[src/common/ilr_pkg.sv]
// Package: constants and types for the interrupt log ring writer
package ilr_pkg;
  localparam int          ADDR_W          = 16;
  localparam int          DATA_W          = 16;
  localparam int          IRQ_W           = 16;
  localparam logic [15:0] RING_BASE       = 16'h0040;
  localparam logic [15:0] RING_LAST_INFO  = 16'h005E;
  localparam logic [15:0] RING_LAST_SRC   = 16'h005F;
  localparam logic [15:0] HW_SOURCE_WORD  = 16'h0000;
  localparam logic [15:0] HW_TYPE_MASK    = 16'h00FF;
  localparam logic [15:0] MSG_TYPE_MASK   = 16'hFF00;
  localparam logic [15:0] BIT_MSG_ERROR   = 16'h0400;
  localparam logic [15:0] BIT_WHEN_ACC    = 16'h4000;
  localparam logic [7:0]  COUNT_MAX       = 8'hFF;
  localparam logic [7:0]  COUNT_RESET     = 8'h00;
  localparam logic [7:0]  OVERRUN_LIMIT   = 8'h10;

  typedef enum logic [1:0] {
    ILR_IDLE   = 2'b00,
    ILR_INFO   = 2'b01,
    ILR_SOURCE = 2'b11
  } ilr_state_type;
endpackage : ilr_pkg

[src/rtl/ilr_writer.sv]
// Interrupt log ring writer: stores two-word records of enabled interrupts in shared RAM
// Notes on behaviour
// RULE1: Entry is info word even, source odd.
// RULE2: After fifteenth event pointer sits at 005E.
// RULE3: After sixteenth entry pointer reloads 0040.
// RULE4: Message error logs 0400 with receive descriptor.
// RULE5: Accessed event needs enable and descriptor bit.
// RULE6: Accessed event logs 4000 with transmit descriptor.
// RULE7: Hardware interrupts log zero source word.
// RULE8: Event count saturates 255, above 16 overrun.
// RULE9: Resets set pointer low byte to 0040.
// RULE10: Disabled interrupt types produce no entry.
// RULE11: Info word first, pointer plus one each.
`timescale 1ns/1ps
`default_nettype none
module ilr_writer
  import ilr_pkg::*;
(
  input  wire  logic                      sys_clk,          // 40 MHz device clock
  input  wire  logic                      arst_n,           // Asynchronous reset, active low
  input  wire  logic                      master_reset_pin, // Master reset request, synchronous
  input  wire  logic                      soft_reset_bit,   // Software reset request
  input  wire  logic [ilr_pkg::IRQ_W-1:0] irq_enable,       // Interrupt enable register contents
  input  wire  logic                      hw_event,         // Hardware interrupt strobe
  input  wire  logic [ilr_pkg::IRQ_W-1:0] hw_type,          // Hardware interrupt type bits
  input  wire  logic                      msg_event,        // Message interrupt strobe
  input  wire  logic [ilr_pkg::IRQ_W-1:0] msg_type,         // Message interrupt type bits
  input  wire  logic                      desc_irq_access,  // Descriptor control word access bit
  input  wire  logic [ilr_pkg::ADDR_W-1:0] desc_addr,       // Descriptor control word address
  input  wire  logic                      log_read,         // Log address register was read
  output logic                            ram_we,           // RAM write strobe
  output logic       [ilr_pkg::ADDR_W-1:0] ram_addr,        // RAM write address
  output logic       [ilr_pkg::DATA_W-1:0] ram_wdata,       // RAM write data
  output logic                            event_ready,      // High when idle and able to take a new event
  output logic       [ilr_pkg::DATA_W-1:0] log_addr_reg,    // Count in 15:8, pointer in 7:0
  output logic                            overrun           // More than 16 events unread
);
  import ilr_pkg::*;

  ilr_state_type           state_r;
  ilr_state_type           state_nxt;
  logic [7:0]              ptr_r;
  logic [7:0]              count_r;
  logic [IRQ_W-1:0]        info_r;
  logic [ADDR_W-1:0]       src_r;
  logic                    ram_we_r;
  logic [ADDR_W-1:0]       ram_addr_r;
  logic [DATA_W-1:0]       ram_wdata_r;
  logic                    ready_r;
  logic                    overrun_r;
  logic [IRQ_W-1:0]        msg_bits;
  logic [IRQ_W-1:0]        hw_bits;
  logic [IRQ_W-1:0]        ev_bits;
  logic                    take;
  logic                    sreset;

  function automatic logic [7:0] ptr_step(input logic [7:0] p);
    if (p == RING_LAST_SRC[7:0]) begin
      ptr_step = RING_BASE[7:0]; // RULE3
    end else begin
      ptr_step = p + 8'h01; // RULE11
    end
  endfunction : ptr_step

  assign sreset = master_reset_pin | soft_reset_bit;

  // Accessed bit only passes with the descriptor bit also set
  always_comb begin
    msg_bits = msg_type & irq_enable & MSG_TYPE_MASK; // RULE10
    if (!desc_irq_access) begin
      msg_bits = msg_bits & ~BIT_WHEN_ACC; // RULE5
    end
    hw_bits = hw_type & irq_enable & HW_TYPE_MASK; // RULE10
  end

  // Message events take priority; a hardware event in the same cycle is dropped
  always_comb begin
    if (msg_event && (msg_bits != '0)) begin
      ev_bits = msg_bits;
    end else if (hw_event && (hw_bits != '0)) begin
      ev_bits = hw_bits;
    end else begin
      ev_bits = '0;
    end
  end
  assign take = (state_r == ILR_IDLE) && (ev_bits != '0) && !sreset;

  always_comb begin
    case (state_r)
      ILR_IDLE:   state_nxt = take ? ILR_INFO : ILR_IDLE;
      ILR_INFO:   state_nxt = ILR_SOURCE;
      ILR_SOURCE: state_nxt = ILR_IDLE;
      default:    state_nxt = ILR_IDLE;
    endcase
  end

  always_ff @(posedge sys_clk or negedge arst_n) begin
    if (!arst_n) begin
      state_r <= ILR_IDLE;
    end else if (sreset) begin
      state_r <= ILR_IDLE;
    end else begin
      state_r <= state_nxt;
    end
  end

  // Capture the record when an event is taken
  always_ff @(posedge sys_clk or negedge arst_n) begin
    if (!arst_n) begin
      info_r <= '0;
      src_r  <= '0;
    end else if (take) begin
      info_r <= ev_bits; // RULE4 RULE6
      if (msg_event && (msg_bits != '0)) begin
        src_r <= desc_addr; // RULE4 RULE6
      end else begin
        src_r <= HW_SOURCE_WORD; // RULE7
      end
    end
  end

  // Pointer steps once per stored word and wraps after the last
  always_ff @(posedge sys_clk or negedge arst_n) begin
    if (!arst_n) begin
      ptr_r <= RING_BASE[7:0];
    end else if (sreset) begin
      ptr_r <= RING_BASE[7:0]; // RULE9
    end else if (state_r == ILR_INFO || state_r == ILR_SOURCE) begin
      ptr_r <= ptr_step(ptr_r); // RULE2 RULE3 RULE11
    end
  end

  // RAM write port
  always_ff @(posedge sys_clk or negedge arst_n) begin
    if (!arst_n) begin
      ram_we_r    <= 1'b0;
      ram_addr_r  <= '0;
      ram_wdata_r <= '0;
    end else begin
      ram_we_r <= 1'b0;
      if (!sreset && state_r == ILR_INFO) begin
        ram_we_r    <= 1'b1;
        ram_addr_r  <= {8'h00, ptr_r};
        ram_wdata_r <= info_r; // RULE1 RULE11
      end else if (!sreset && state_r == ILR_SOURCE) begin
        ram_we_r    <= 1'b1;
        ram_addr_r  <= {8'h00, ptr_r};
        ram_wdata_r <= src_r; // RULE1 RULE7
      end
    end
  end

  // Event count since last read; a new event in the read cycle counts as one
  always_ff @(posedge sys_clk or negedge arst_n) begin
    if (!arst_n) begin
      count_r <= COUNT_RESET;
    end else if (sreset) begin
      count_r <= COUNT_RESET;
    end else if (log_read) begin
      count_r <= take ? 8'h01 : COUNT_RESET; // RULE8
    end else if (take && count_r != COUNT_MAX) begin
      count_r <= count_r + 8'h01; // RULE8
    end
  end

  // Overrun flag moves with the count, so the output stays a flip-flop
  always_ff @(posedge sys_clk or negedge arst_n) begin
    if (!arst_n) begin
      overrun_r <= 1'b0;
    end else if (sreset || log_read) begin
      overrun_r <= 1'b0;
    end else if (take && count_r == OVERRUN_LIMIT) begin
      overrun_r <= 1'b1; // RULE8
    end
  end

  always_ff @(posedge sys_clk or negedge arst_n) begin
    if (!arst_n) begin
      ready_r <= 1'b1;
    end else begin
      ready_r <= sreset || ((state_nxt == ILR_IDLE) && !take);
    end
  end

  assign ram_we       = ram_we_r;
  assign ram_addr     = ram_addr_r;
  assign ram_wdata    = ram_wdata_r;
  assign event_ready  = ready_r;
  assign log_addr_reg = {count_r, ptr_r};
  assign overrun      = overrun_r;

  AST_INFO_EVEN: assert property (@(posedge sys_clk) disable iff (!arst_n)
    state_r == ILR_INFO && !sreset |=> ram_we && !ram_addr[0] && ram_wdata == $past(info_r)) // RULE1
    else $error("Info word not at even address");
  AST_SRC_FOLLOWS: assert property (@(posedge sys_clk) disable iff (!arst_n || sreset)
    ram_we && !ram_addr[0] |=> ram_we && ram_addr == $past(ram_addr) + 16'h0001) // RULE11
    else $error("Source word not at next address");
  AST_LAST_SLOT: assert property (@(posedge sys_clk) disable iff (!arst_n)
    ram_we && ram_addr == RING_LAST_SRC |-> ptr_r == RING_BASE[7:0]) // RULE3
    else $error("Pointer not wrapped after last slot");
  AST_PTR_EVEN_IDLE: assert property (@(posedge sys_clk) disable iff (!arst_n)
    state_r == ILR_IDLE |-> !ptr_r[0] && ptr_r >= RING_BASE[7:0] && ptr_r <= RING_LAST_INFO[7:0]) // RULE2
    else $error("Idle pointer out of ring");
  AST_RESET_PTR: assert property (@(posedge sys_clk) disable iff (!arst_n)
    sreset |=> ptr_r == RING_BASE[7:0] && count_r == COUNT_RESET) // RULE9
    else $error("Reset did not reload pointer");
  AST_HW_ZERO: assert property (@(posedge sys_clk) disable iff (!arst_n || sreset)
    take && !(msg_event && msg_bits != '0) |-> ##3 ram_we && ram_addr[0] && ram_wdata == HW_SOURCE_WORD) // RULE7
    else $error("Hardware source word not zero");
  AST_MSG_SRC: assert property (@(posedge sys_clk) disable iff (!arst_n || sreset)
    take && msg_event && msg_bits != '0 |-> ##3 ram_we && ram_wdata == $past(desc_addr, 3)) // RULE4
    else $error("Message source word wrong");
  AST_ACCESS_GATED: assert property (@(posedge sys_clk) disable iff (!arst_n)
    take && !desc_irq_access |-> !ev_bits[14]) // RULE5
    else $error("Accessed event without descriptor bit");
  AST_ACCESS_WORD: assert property (@(posedge sys_clk) disable iff (!arst_n || sreset)
    take && msg_bits == BIT_WHEN_ACC && msg_event |-> ##2 ram_we && ram_wdata == BIT_WHEN_ACC) // RULE6
    else $error("Accessed info word wrong");
  AST_ENABLE_ONLY: assert property (@(posedge sys_clk) disable iff (!arst_n)
    take |-> (ev_bits & ~irq_enable) == '0) // RULE10
    else $error("Disabled type logged");
  AST_COUNT_SAT: assert property (@(posedge sys_clk) disable iff (!arst_n)
    count_r == COUNT_MAX && !log_read && !sreset |=> count_r == COUNT_MAX) // RULE8
    else $error("Count did not saturate");
  AST_OVERRUN_FLAG: assert property (@(posedge sys_clk) disable iff (!arst_n)
    overrun == (count_r > OVERRUN_LIMIT)) // RULE8
    else $error("Overrun flag disagrees with count");
endmodule : ilr_writer
`default_nettype wire

[config.mk]
export PLATFORM = sky130hd
export DESIGN_NAME = ilr_writer
export DESIGN_NICKNAME = d
export VERILOG_FILES = /design/src/common/ilr_pkg.sv /design/src/rtl/ilr_writer.sv
export SDC_FILE = /design/constraint.sdc
export NUM_CORES = 1
export LEC_CHECK = 0
export BUFFER_PORTS_ARGS = -buffer_cell sky130_fd_sc_hd__buf_2
export CAP_MARGIN = 10
export CORE_MARGIN = 2
export CORE_UTILIZATION = 45
export DETAILED_ROUTE_END_ITERATION = 16
export PLACE_DENSITY = 0.77
export SLEW_MARGIN = 15
export SYNTH_ARGS = -nofsm -noshare
export SYNTH_HDL_FRONTEND = slang
export SYNTH_SLANG_ARGS = --single-unit
[constraint.sdc]
create_clock -name sys_clk -period 2.1 [get_ports sys_clk]
set_input_delay 0.525 -clock sys_clk [delete_from_list [all_inputs] [get_ports sys_clk]]
set_output_delay 0.525 -clock sys_clk [all_outputs]
set_load 0.02 [all_outputs]
==> flow_summary.toml <==
[status]
status = "finished clean"

[setup_path]
crit-reg2reg-launch = "count_r[2]"
path_max_fanout = 17
timing.rr.end = "count_r[5]"
max_stage_delay_ns = 0.43
rr_worst_depth = 6
endpoint_kind = "register"
cp_data_required_time_ns = 2.35
crit_chain = "buf_2 -> a222oi_1 -> a21boi_2 -> o21ai_4 -> buf_4 -> nand2_1 -> o21ai_0"
critPathArrivalTime_ns = 2.09
worstSetupPathType = "input port to register"
cp-start-kind = "input port"
worst_path_max_delay_cell = "a222oi_1"
regToRegSetupSlack_ns = 0.34

[synth]
syn_avg_cell_area_sq_um = 9.36
synth.most_common_cell = "nand2_1"
synth_top_area_share_pct = 53.9
synth_area_sq_um = 3480
synth_top_area_cell = "dfrtp_1"
synthTopCellsByCount = "nand2_1 (107), dfrtp_1 (75), o21ai_0 (39)"
ys_ff_latch = 77
ys_seq_area_share_pct = 55.4
syn_inst = 372
synth_edf_count = 0
yosys_most_used_dff = "dfrtp_1"
yosys-top-cells-area = "dfrtp_1 (54%), nand2_1 (12%), o21ai_0 (5.6%)"
yosysUniqueCellTypes = 42
async_reset_ff_share_pct = 100
yosys_warnings = 0

[clock_tree]
htreeDepth = 3
clk_pin_slew_ns = 0.09
insertion_delay_ns = 0.34
cts_sinks = 77
cts_hold_buffers = 0
clockBufferDepth = 2
cts_root_buffer = "clkbuf_8"
post_cts_resized = 0
cts_tree = "built"
cts_buffers = 9
post_cts_buffers = 0

[layout]
register_area_sq_um = 1930
multiInputGateArea_sq_um = 1430
drive_gt1_share_pct = 28.2
antenna_cells = 0
area_growth_syn_to_layout_pct = 25.5
fillers = 673
nets = 552
final_core_utilization_pct = 57.5

[floorplanning]
start_util_pct = 45.8
fp.dieW_microns = 92.0
core-area_sq_um = 7610
ios = 123
die_area_sq_um = 8460
die_h_microns = 92.0
rows = 32

[route]
wirelength_microns = 8020
drt_drc_violations_left = 0
num_vias = 2971
vias_per_cell = 5.09
drtIter0Drc = 113
final_antenna_net_count = 0
drt-pass1-iter-count = 4
wl_per_cell_microns = 13.7

[worst_hold_path]
holdCritPathClass = "input port to asynchronous set/reset pin"

[timing]
maxSlewViolCount = 0
setup_slack_ns = 0.257
finalCriticalPeriod_ns = 1.84
skew_ns = 0.0148
finalSetupViolations = 0
finalHoldViolations = 0
finalCritPeriodShare_pct = 87.8
rsz0062_at_grt = "false"
fmax_mhz = 542

[placement]
port_buffers = 98
dp_hpwl_microns = 5900
pre_cts_ws_ns = -0.0985
gp_congestion = 0.903

[grt]
gr-total-overflow = 0
top_usage_layer = "met2"
antenna_found_initial = 0
use_met3_pct = 2.88
grt_pass1_vias = 2890
grt_use_total_pct = 19.4
use_met2_pct = 32.3
grt_max_degree = 43
use_met1_pct = 25.1
grt_first_pass_wirelength_microns = 13000

[pwr]
power.density_nw_per_um2 = 778
total_power_mw = 3.40
irDropWorstVdd_mv = 0.353
power.leakage_nw = 2.23

[flow_run]
max-cap-violations = 0
metrics by stage:
stage,hold WS [ns],setup TNS [ns],instance area [sq um],instances
after floorplan,0.229,0,3510,379
after global placement,0.418,-0.120,4150,568
after detailed placement,0.428,-1.17,4150,568
after CTS,0.0483,0,4370,584
after global routing,0.0470,0,4370,584
final,0.0492,0,4370,584
power by group:
group / switching (mW) / internal [mW] / total (mW)
Combinational: 0.293 / 0.178 / 0.472
Sequential: 0.0728 / 1.62 / 1.69
Clock: 0.533 / 0.704 / 1.24
cell usage in the layout, fill, tap and decap left out, types with 3 or more instances in the layout:
cell type / instances
dfrtp_1: 75
o21ai_0: 39
ha_1: 3
nand3_1: 29
nor3_1: 3
inv_1: 5
clkbuf_8: 10
buf_2: 97
nand4_1: 8
nand2_1: 107
mux2i_1: 18
o21a_1: 3
nor2_1: 14
buf_4: 15
xor2_1: 3
and3_1: 5
conb_1: 8
layout make-up:
type,count,area share [%]
Multi-Input combinational cell,270,32.8
Inverter,5,0.429
Sequential cell,77,44.1
Timing Repair Buffer,114,14.6
Tap cell,102,2.92
Clock buffer,11,3.24
Clock inverter,5,1.92
how the worst max path moves through the flow:
stage | slack [ns] | cells past startpoint | endpoint | startpoint
2_1_floorplan | 0.21 | 6 | count_r[5] | soft_reset_bit
3_3_place_gp | -0.02 | 7 | info_r[2] | msg_type[8]
3_5_place_dp | -0.1 | 7 | info_r[2] | msg_type[8]
4_1_cts | 0.25 | 7 | info_r[2] | msg_type[8]
5_1_grt | 0.16 | 6 | count_r[0] | msg_type[8]
6_report | 0.26 | 7 | info_r[2] | msg_type[8]
metal layers:
layer / up-vias / share of wire [%]
li1: 1463 / -
met1: 1395 / 43
met2: 103 / 50
met3: 10 / 5.3
met4: 0 / 1.5
met5: - / 0
cells by family after synthesis:
group | Yosys count | synth area share, %
DFF | 77 | 55.4
and+or+nand+nor | 179 | 22.9
adders and majority gates | 3 | 1.08
buffers and inverters | 32 | 4.56
other | 1 | 0.108
xor gates and xnor gates | 3 | 0.755
muxes | 18 | 5.17
AOI/OAI and AO/OA | 59 | 10.0
critical path: cells and delay by family:
kind	cells	cell delay [ns]
buf+inv	2	0.41
simple gates	1	0.08
compound gates	4	1.08
registers in the layout, summed over array words and instances (netlist names):
name / flops
ptr_r: 8
overrun: 1
ram_we: 1
state_r: 2
src_r: 16
event_ready: 1
ram_wdata: 16
count_r: 8
info_r: 16
ram_addr: 8
Power figures use the tool's default switching activity.
